$ cat config.mk
export PLATFORM = sky130hd
export DESIGN_NAME = ccs_ctrl
export DESIGN_NICKNAME = d
export VERILOG_FILES = /design/src/hw/ccs_pkg.sv /design/src/hw/ccs_ctrl.sv /design/src/hw/ccs_idle_detect.sv
export SDC_FILE = /design/constraint.sdc
export NUM_CORES = 1
export LEC_CHECK = 0
export BUFFER_PORTS_ARGS = -buffer_cell sky130_fd_sc_hd__buf_4
export CORE_UTILIZATION = 24
export CTS_BUF_LIST = sky130_fd_sc_hd__clkbuf_4
export DETAILED_ROUTE_END_ITERATION = 8
export GPL_TIMING_DRIVEN = 0
export HOLD_SLACK_MARGIN = 0.12
export PLACE_DENSITY = 0.49
export SLEW_MARGIN = 10
export SYNTH_ARGS = -nofsm -noshare
export SYNTH_HDL_FRONTEND = slang
export SYNTH_HIERARCHICAL = 1
export SYNTH_SLANG_ARGS = --single-unit
export TNS_END_PERCENT = 50
$ cat constraint.sdc
create_clock -name core_clk -period 1.7 [get_ports core_clk]
set_input_delay 0 -clock core_clk [delete_from_list [all_inputs] [get_ports core_clk]]
set_output_delay 0 -clock core_clk [all_outputs]
set_load 0.01 [all_outputs]
$ cat src/hw/ccs_pkg.sv
// Package with constants and types for the CAN control/status register.
package ccs_pkg;

    // ************************************************************
    // Register map and field layout
    // ************************************************************
    localparam logic [15:0] CCS_CSR_ADDR   = 16'hEF00;
    localparam logic [15:0] CCS_CSR_RESET  = 16'h0001;
    localparam int          CCS_B_INIT     = 0;
    localparam int          CCS_B_GIE      = 1;
    localparam int          CCS_B_SIE      = 2;
    localparam int          CCS_B_EIE      = 3;
    localparam int          CCS_B_CCE      = 6;
    localparam int          CCS_B_TST      = 7;
    localparam int          CCS_B_LEC_LO   = 8;
    localparam int          CCS_B_LEC_HI   = 10;
    localparam int          CCS_B_TX_SUCCESS_FLAG     = 11;
    localparam int          CCS_B_RX_SUCCESS_FLAG     = 12;
    localparam int          CCS_B_ERROR_WARNING_FLAG     = 14;
    localparam int          CCS_B_BUS_OFF_FLAG     = 15;

    // ************************************************************
    // Error codes and timing
    // ************************************************************
    localparam logic [2:0]  CCS_LEC_NONE   = 3'h0;
    localparam logic [2:0]  CCS_LEC_BIT0   = 3'h5;
    localparam logic [2:0]  CCS_LEC_UNUSED = 3'h7;
    localparam logic [3:0]  CCS_IDLE_BITS  = 4'hB;

    // Events reported by the protocol engine, one-cycle pulses.
    typedef struct packed {
        logic       tx_ok;
        logic       rx_ok;
        logic       err_valid;
        logic [2:0] err_code;
    } ccs_evt_t;

    // Bus participation state.
    typedef enum logic [2:0] {
        CCS_ST_INIT = 3'h1,
        CCS_ST_WAIT = 3'h2,
        CCS_ST_RUN  = 3'h4
    } ccs_state_t;

endpackage
$ cat src/hw/ccs_ctrl.sv
// CAN control/status register with init hold, recovery and interrupts.
// Function
// - While the init hold bit is set no new transfer may start.
// - Setting init hold keeps configuration and lets a running frame end.
// - Entering bus-off sets the init hold bit in hardware.
// - After init hold clears, 11 recessive bits are seen before activity.
// - The global enable gates every interrupt but never status updates.
// - Status-change enable asks an interrupt on success or a recorded error.
// - Error enable asks an interrupt on any change of bus-off or warning.
// - Field layout is fixed; bits 13, 5 and 4 read as zero.
// - After reset the low byte reads 01h.
// - Error codes 0 to 6 are recorded; success clears; 7 never by hardware.
// - The configuration change bit grants bit timing write access.
// - The transmit success flag is cleared only by a CPU write.
`timescale 1ns/10ps
module ccs_ctrl
    import ccs_pkg::*;
(
    // Clock and reset
    input  wire logic        core_clk,
    input  wire logic        reset,
    // Peripheral bus, 16-bit word with byte enables
    input  wire logic [15:0] bus_addr,
    input  wire logic        bus_rd,
    input  wire logic        bus_wr,
    input  wire logic [1:0]  bus_be,
    input  wire logic [15:0] bus_wdata,
    output logic      [15:0] bus_rdata,
    // Protocol engine status
    input  wire ccs_evt_t    eng_evt,
    input  wire logic        bus_off,
    input  wire logic        error_warning,
    input  wire logic        bit_tick,
    input  wire logic        rx_bit,
    // Controls to the protocol engine
    output logic             xfer_allow,
    output logic             bt_write_en,
    output logic             test_mode,
    // Interrupt request
    output logic             irq
);

    // ************************************************************
    // Bus decode
    // ************************************************************
    logic        hit, wr_lo, wr_hi, rd_hit;
    logic [15:0] csr_word;

    // Word decode; byte enables pick the lanes that a write touches.
    assign hit    = (bus_addr[15:1] == CCS_CSR_ADDR[15:1]);
    assign wr_lo  = bus_wr && hit && bus_be[0];
    assign wr_hi  = bus_wr && hit && bus_be[1];
    assign rd_hit = bus_rd && hit;

    // ************************************************************
    // Control byte
    // ************************************************************
    logic init_q, gie_q, sie_q, eie_q, cce_q, tst_q;
    logic bus_off_flag_q, error_warning_flag_q, bus_off_flag_rise;

    // Bus-off entry is a rise against the sample of the last cycle.
    assign bus_off_flag_rise = bus_off && !bus_off_flag_q;
    // Init hold: bus-off entry sets it and wins over a CPU clear.
    always_ff @(posedge core_clk)
    begin
        if (reset)
            init_q <= CCS_CSR_RESET[CCS_B_INIT];
        else if (bus_off_flag_rise)
            init_q <= 1'b1;
        else if (wr_lo)
            init_q <= bus_wdata[CCS_B_INIT];
    end

    // Enables, configuration change and test bits of the low byte.
    always_ff @(posedge core_clk)
    begin
        if (reset)
        begin
            gie_q <= CCS_CSR_RESET[CCS_B_GIE];
            sie_q <= CCS_CSR_RESET[CCS_B_SIE];
            eie_q <= CCS_CSR_RESET[CCS_B_EIE];
            cce_q <= CCS_CSR_RESET[CCS_B_CCE];
            tst_q <= CCS_CSR_RESET[CCS_B_TST];
        end
        else if (wr_lo)
        begin
            gie_q <= bus_wdata[CCS_B_GIE];
            sie_q <= bus_wdata[CCS_B_SIE];
            eie_q <= bus_wdata[CCS_B_EIE];
            cce_q <= bus_wdata[CCS_B_CCE];
            tst_q <= bus_wdata[CCS_B_TST];
        end
    end

    // Bit timing access follows the configuration change bit.
    assign bt_write_en = cce_q;
    assign test_mode   = tst_q;

    // ************************************************************
    // Bus participation
    // ************************************************************
    ccs_state_t st_q;
    logic       idle_done;
    ccs_idle_detect u_idle (
        .core_clk (core_clk),
        .reset    (reset),
        .run      (st_q == CCS_ST_WAIT),
        .bit_tick (bit_tick),
        .rx_bit   (rx_bit),
        .seq_done (idle_done)
    );

    // Hold, wait for a quiet bus, then run; bus-off keeps it waiting.
    always_ff @(posedge core_clk)
    begin
        if (reset)
            st_q <= CCS_ST_INIT;
        else
        begin
            case (st_q)
                CCS_ST_INIT:
                    if (!init_q)
                        st_q <= CCS_ST_WAIT;
                CCS_ST_WAIT:
                    if (init_q)
                        st_q <= CCS_ST_INIT;
                    else if (idle_done && !bus_off)
                        st_q <= CCS_ST_RUN;
                CCS_ST_RUN:
                    if (init_q || bus_off_flag_rise)
                        st_q <= CCS_ST_INIT;
                default:
                    st_q <= CCS_ST_INIT;
            endcase
        end
    end

    // Only new starts are gated; a frame under way runs to its end.
    assign xfer_allow = (st_q == CCS_ST_RUN) && !init_q;

    // ************************************************************
    // Status byte
    // ************************************************************
    logic       tx_success_flag_q, rx_success_flag_q;
    logic [2:0] lec_q;

    // Success flags: hardware sets, only a CPU write clears.
    always_ff @(posedge core_clk)
    begin
        if (reset)
            tx_success_flag_q <= 1'b0;
        else if (eng_evt.tx_ok)
            tx_success_flag_q <= 1'b1;
        else if (wr_hi)
            tx_success_flag_q <= bus_wdata[CCS_B_TX_SUCCESS_FLAG];
        if (reset)
            rx_success_flag_q <= 1'b0;
        else if (eng_evt.rx_ok)
            rx_success_flag_q <= 1'b1;
        else if (wr_hi)
            rx_success_flag_q <= bus_wdata[CCS_B_RX_SUCCESS_FLAG];
    end

    // Last error code; recovery progress shows as the bit-zero code.
    always_ff @(posedge core_clk)
    begin
        if (reset)
            lec_q <= CCS_LEC_NONE;
        else if (eng_evt.err_valid && eng_evt.err_code != CCS_LEC_UNUSED)
            lec_q <= eng_evt.err_code;
        else if (idle_done && bus_off)
            lec_q <= CCS_LEC_BIT0;
        else if (eng_evt.tx_ok || eng_evt.rx_ok)
            lec_q <= CCS_LEC_NONE;
        else if (wr_hi)
            lec_q <= bus_wdata[CCS_B_LEC_HI:CCS_B_LEC_LO];
    end

    // Samples of the error state, used to see its changes; reset clears.
    always_ff @(posedge core_clk)
    begin
        bus_off_flag_q <= bus_off && !reset;
        error_warning_flag_q <= error_warning && !reset;
    end

    // Register word as read by the CPU.
    always_comb
    begin
        csr_word                            = 16'h0000;
        csr_word[CCS_B_BUS_OFF_FLAG]                = bus_off_flag_q;
        csr_word[CCS_B_ERROR_WARNING_FLAG]                = error_warning_flag_q;
        csr_word[CCS_B_RX_SUCCESS_FLAG]                = rx_success_flag_q;
        csr_word[CCS_B_TX_SUCCESS_FLAG]                = tx_success_flag_q;
        csr_word[CCS_B_LEC_HI:CCS_B_LEC_LO] = lec_q;
        csr_word[CCS_B_TST]                 = tst_q;
        csr_word[CCS_B_CCE]                 = cce_q;
        csr_word[CCS_B_EIE]                 = eie_q;
        csr_word[CCS_B_SIE]                 = sie_q;
        csr_word[CCS_B_GIE]                 = gie_q;
        csr_word[CCS_B_INIT]                = init_q;
    end

    // Read data register; unmapped reads return zero.
    always_ff @(posedge core_clk)
    begin
        if (rd_hit && !reset)
            bus_rdata <= csr_word;
        else
            bus_rdata <= 16'h0000;
    end

    // ************************************************************
    // Interrupt request
    // ************************************************************
    logic stat_pend_q, err_pend_q, stat_evt, err_evt;

    // Events that set the two pending bits.
    assign stat_evt = eng_evt.tx_ok || eng_evt.rx_ok ||
                      (eng_evt.err_valid &&
                       eng_evt.err_code != CCS_LEC_UNUSED);
    assign err_evt  = (bus_off != bus_off_flag_q) || (error_warning != error_warning_flag_q);

    // Pending events are sticky; a register read clears, a new event wins.
    always_ff @(posedge core_clk)
    begin
        if (reset)
        begin
            stat_pend_q <= 1'b0;
            err_pend_q  <= 1'b0;
        end
        else
        begin
            if (stat_evt)
                stat_pend_q <= 1'b1;
            else if (rd_hit)
                stat_pend_q <= 1'b0;
            if (err_evt)
                err_pend_q <= 1'b1;
            else if (rd_hit)
                err_pend_q <= 1'b0;
        end
    end

    // Global enable gates only the request, never the flags above.
    assign irq = gie_q && ((sie_q && stat_pend_q) ||
                           (eie_q && err_pend_q));
endmodule

$ cat src/hw/ccs_idle_detect.sv
// Counter that finds runs of consecutive recessive bits on the bus.
`timescale 1ns/10ps
module ccs_idle_detect
    import ccs_pkg::*;
(
    // Clock and reset
    input  wire logic core_clk,
    input  wire logic reset,
    // Bit stream from the protocol engine
    input  wire logic run,
    input  wire logic bit_tick,
    input  wire logic rx_bit,
    // Result
    output logic      seq_done
);

    logic [3:0] cnt_q;
    logic       done_q;

    // Counts recessive bits, restarts on dominant or when stopped.
    always_ff @(posedge core_clk)
    begin
        if (reset || !run)
        begin
            cnt_q  <= 4'h0;
            done_q <= 1'b0;
        end
        else if (bit_tick && !rx_bit)
        begin
            cnt_q  <= 4'h0;
            done_q <= 1'b0;
        end
        else if (bit_tick && cnt_q == CCS_IDLE_BITS - 4'h1)
        begin
            cnt_q  <= 4'h0;
            done_q <= 1'b1;
        end
        else if (bit_tick)
        begin
            cnt_q  <= cnt_q + 4'h1;
            done_q <= 1'b0;
        end
        else
        begin
            done_q <= 1'b0;
        end
    end

    assign seq_done = done_q;

endmodule

Yosys cells after proc, flatten, opt, wreduce, memory -nomap -nowiden
Cells that the tools add are included.

storage, ports and cells
  memories kept = 0
  memory bits (writable) = 0
  output and inout bits = 20
  memory bits (read-only) = 0
  latch bits = 0
  flip-flop bits (word level) = 39

operators by class
  order comparisons = 0
  shifts and indexed selects = 0
  bitwise gates (word level) = 0
  reductions and logical operators = 38
  $add $sub $neg = 1
  $mul = 0
  divide/modulo/power cells = 0
  equal/unequal tests = 11
  mux-type cells = 17

operators by type and width
  cell                                                              count
  3-bit 2-to-1 mux                                                  8
  1-bit logical AND                                                 17
  15-bit == test (second input constant)                            1
  3-bit case mux with 3 select lines                                1
  1-bit 2-to-1 mux                                                  8
  2-bit nonzero test                                                4
  1-bit zero test                                                   6
  1-bit logical OR                                                  6
  3-bit != test (second input constant)                             2
  4-bit by 1-bit adder with 4-bit output (second input constant)    1
  4-bit == test (second input constant)                             1
  2-bit != test (second input constant)                             2
  4-bit nonzero test                                                1
  2-bit OR reduction                                                2
  3-bit by 1-bit == test with 1-bit output (second input constant)  1
  3-bit by 2-bit == test with 1-bit output (second input constant)  1
  3-bit == test (second input constant)                             1
  3-bit AND reduction                                               1
  3-bit OR reduction                                                1
  1-bit != test                                                     2

Longest topological paths before layout
  depth in word-level cells = 7
  mapped depth = 5

By module
Netlist, hierarchy kept.

by module, submodules not included
  module           area each (sq um)  times used  cells an instance  sequential area each (sq um)
  ccs_ctrl         1345.0             1           144                620.6
  ccs_idle_detect  267.8              1           24                 100.1

Worst setup path after synthesis
Ideal clock, no wire load.

  path type = register -> register
  start = register st_q[1]
  end = register u_idle.cnt_q[1]
  library setup time = 0.079 ns
  stages on the path, launching flop included = 4
  path buffers = 0
  arrival time = 1.108 ns
  slack = 0.512 ns
  path through = dfxtp_1 > nor3b_1 > nand4b_4 > a211oi_2

on the way
  longest elaborated chain between the ends = 4

RTL lines
  item                                      RTL line               text
  start: declaration                        ccs_ctrl.sv:102        ccs_state_t st_q;
  start signal: assignment                  ccs_ctrl.sv:117        st_q <= CCS_ST_INIT;
  start signal: assignment                  ccs_ctrl.sv:123        st_q <= CCS_ST_WAIT;
  start signal: assignment                  ccs_ctrl.sv:126        st_q <= CCS_ST_INIT;
  3-bit by 2-bit == test with 1-bit output  ccs_ctrl.sv:107        .run (st_q == CCS_ST_WAIT),
  1-bit zero test                           ccs_idle_detect.sv:23  if (reset || !run)
  1-bit logical OR                          ccs_idle_detect.sv:23
  3-bit OR reduction (no source line)       n/a
  end signal: assignment                    ccs_idle_detect.sv:40  cnt_q <= cnt_q + 4'h1;
  end: declaration                          ccs_idle_detect.sv:17  logic [3:0] cnt_q;

Every way passes these cells.
A chain may end at the register's enable or synchronous reset.

Final worst setup path
  start = input bus_addr[5]
  end = register bus_rdata[15]

on the way
  longest elaborated chain between the ends = 3

RTL lines
  item                    RTL line         text
  start: declaration      ccs_ctrl.sv:23   input wire logic [15:0] bus_addr,
  15-bit == test          ccs_ctrl.sv:50   assign hit = (bus_addr[15:1] == CCS_CSR_ADDR[15:1]);
  1-bit logical AND       ccs_ctrl.sv:53   assign rd_hit = bus_rd && hit;
  1-bit logical AND       ccs_ctrl.sv:206  if (rd_hit && !reset)
  end signal: assignment  ccs_ctrl.sv:207  bus_rdata <= csr_word;
  end: declaration        ccs_ctrl.sv:28   output logic [15:0] bus_rdata,

Every way passes these cells.

==> summary.md <==
| Metric | Value |
|---|---|
| HP Class | input port to flop |
| Ys flop type | dfxtp_1 |
| Crit-path cells | buf_4 -> nor4_4 -> dlygate4sd3_1 -> nand4_1 -> dlygate4sd3_1 -> nor4_1 |
| Ratio of cells with drive above 1 in the final layout | 30.8% |
| Post-route cell area | around 0.0025 sq mm |
| Worst EP arrival | between 1.5 and 2 ns |
| Vias in the first global route | approximately 1.4k |
| Die ar. | between 0.007 and 0.008 sq mm |
| Core area | between 0.006 and 0.007 sq mm |
| Final min period | 1.59 ns |
| Final hold violations | 0 |
| Global-route wire length before repair | 6550 um |
| CTS tree | built |
| Clock buffer count from CTS | 5 |
| Flop-to-flop setup slack | 0.32 ns |
| Vias per cell | around 4.4 |
| Final wirelength | a little under 4000 um |
| Aggregate global routing overflow | 0 |
| LEAKAGE | ~1.1 nW |
| GPL Wtd Cong | ~0.74 |
| Critical path's largest stage delay | roughly 0.60 ns |
| Die width | between 80 and 90 um |
| Crit Path Class | input port to flop |
| Status | finished with violations |
| Reg-to-Reg Start | bus_off_flag_q |
| PwrDens | between 600 and 700 mW/mm^2 |
| Fillers | a little under 700 |
| Final HPWL from detailed placement | 2890 um |
| Max Slew Vio Count | 0 |
| Share of the synthesized area in the top cell type | about 45% |
| Maximum capacitance violations | 0 |
| Most frequent cell on the critical path | dlygate4sd3_1 |
| Detailed-route DRC error count | 2 |
| Clock skew | around 0.011 ns |
| Row Count | 29 |
| Worst-path clk slew | 0.12 ns |
| Largest net degree at the start of global routing | 12 |
| Top cells by count, synth | 36 x dfxtp_1, 13 x and2_1, 11 x nor2_1, 11 x o21ai_0 |
| PortBufs | 56 |
| Die Y | 84.0 um |
| Max Clock Freq | roughly 630 MHz |
| CP max FO | 2 |
| GRT Overall Usage | 11.9% |
| Starting density of the core | about a quarter |
| Layout Cells excl Fill | approximately 340 |
| Crit path capture type | flop |
| Clock sinks | 36 |
| CTS Buffer Depth | 2 |
| Post-place instance area | 0.00214 sq mm |
| Drt first pass iters | 7 |
| Finish-stage setup viols | 0 |
| Number of synthesized flops with an enable pin | 0 |
| CTS root buffer | clkbuf_4 |
| I/O Pins | between 60 and 70 |
| Multi-input logic area | approximately 800 sq um |
| Nets | ~320 |
| Initial antenna violation count | 0 |
| Yosys top cell by area | dfxtp_1 |
| Slowest CP cell | dlygate4sd3_1 |
| Layout area overhead | 57.2% |
| CP startpoint | bus_addr[5] |
| Failing checks | design-rule violations |
| # diodes | 0 |
| Synth Register Bits | 36 |
| TNS Setup | 0 ns |
| Mapped cell area | between 0.0015 and 0.002 sq mm |
| Top-count cell post-synth | dfxtp_1 |
| Setup repair after global routing missed its margin | false |
| Main area contributors after synthesis | dfxtp_1 45%, and2_1 5.0%, o21ai_0 3.4% |
| Startpoint types | input port |
| Synthesized instance count | 168 |
| DRT iter0 DRCs | 57 |
| Reg area | around 720 sq um |
| DR WL/cell | ~12 um |
| Final ANT Viol Nets | 0 |
| CP Data Required Time | 1.95 ns |
| Vias | ~1.5k |
| Peak supply drop | between 300 and 400 uV |
| H-Tree Depth | 2 |
| Min-delay src | bus_be[0] |
| Period utilization | around 93% |
| Worst-skew pair later-pin latency | approximately 0.34 ns |
| Post-Syn Area per Cell | approximately 9.6 sq um |
| YS warnings | 6 |
| Register area share after synthesis | between 40% and 50% |
| Dpl cells | 303 |
| Synth unique cells | between 40 and 50 |
| Fraction of synthesis flops using an asynchronous set or reset pin | 0% |
==> cell usage in the layout (no fill, tap or decap), types with 4 or more instances in the layout <==
master	synthesis	layout
clkbuf_4	0	6
nand4_1	5	5
buf_4	5	62
nor2_1	11	11
inv_1	9	9
dfxtp_1	36	36
a31oi_1	4	4
nand2_1	9	9
o21ai_0	11	11
nand3_1	8	8
and2_1	13	13
a21oi_1	7	7
dlygate4sd3_1	0	31
==> metrics by stage <==
| stage | util (%) | setup slack, ns | hold slack (ns) | power (W) |
|---|---|---|---|---|
| after floorplan | - | 0.512 | 0.128 | 0.000959 |
| after global placement | 33.3 | 0.397 | 0.244 | 0.00106 |
| after detailed placement | 33.3 | 0.378 | 0.249 | 0.00106 |
| after CTS | 39.4 | 0.0892 | 0.123 | 0.00172 |
| after global routing | 39.5 | 0.0100 | 0.168 | 0.00178 |
| final | 39.5 | 0.114 | 0.156 | 0.00170 |
==> cell families after synthesis <==
family,after synthesis,share of synthesized area (%)
muxes,3,1.86
xor gates and xnor gates,5,2.72
other,1,0.233
and+or+nand+nor,67,27.6
adders and majority gates,3,2.33
AOI/OAI and AO/OA,33,13.1
buffers and inverters,20,7.45
DFF,36,44.7
==> worst max-delay path: cells and delay by family <==
family,cells,cell delay (ns)
buf+inv,3,1.29
simple gates,3,0.54
==> flip-flops by register name, indices dropped and copies added, names as in the netlist <==
signal                cells
bus_rdata                13
rx_success_flag_q         1
u_idle/cnt_q              4
tx_success_flag_q         1
st_q                      3
u_idle/seq_done           1
test_mode                 1
err_pend_q                1
bt_write_en               1
lec_q                     3
gie_q                     1
eie_q                     1
error_warning_flag_q      1
stat_pend_q               1
bus_off_flag_q            1
sie_q                     1
init_q                    1
==> report_power, final <==
part           switching (W)  internal [W]
Sequential        0.00000638      0.000858
Clock               0.000291      0.000324
Combinational      0.0000815      0.000138
Total               0.000379       0.00132
==> metal layers <==
layer | vias up | GRT usage [%] | routed length (um)
met4 | 0 | 5.17 | 70
met5 | - | 0 | 0
li1 | 776 | - | -
met2 | 58 | 19.7 | 1850
met1 | 684 | 13.9 | 1760
met3 | 6 | 3.86 | 274
==> cell type report <==
type / count / share of cell area (%)
Buffer: 11 / 3.41
Clock buffer: 6 / 1.78
Clock inverter: 2 / 1.38
Inverter: 9 / 1.33
Multi-Input combinational cell: 114 / 30.8
Sequential cell: 36 / 28.4
Tap cell: 77 / 3.80
Timing Repair Buffer: 88 / 29.1
==> path summary, 6_finish.rpt <==
path                                      end  depth (start not counted)
worst max-delay path            bus_rdata[15]                          6
worst min-delay path                    sie_q                          4
worst max register to register         init_q                          5
worst min register to register  bus_rdata[15]                          2
==> repair_timing <==
action,in CTS,in global routing
gates resized for setup,0,0
hold endpoints to repair,25,0
endpoints found under the setup margin,0,1
hold buffers,31,0
setup buffers,0,1
(Power assumes the default switching activity.)
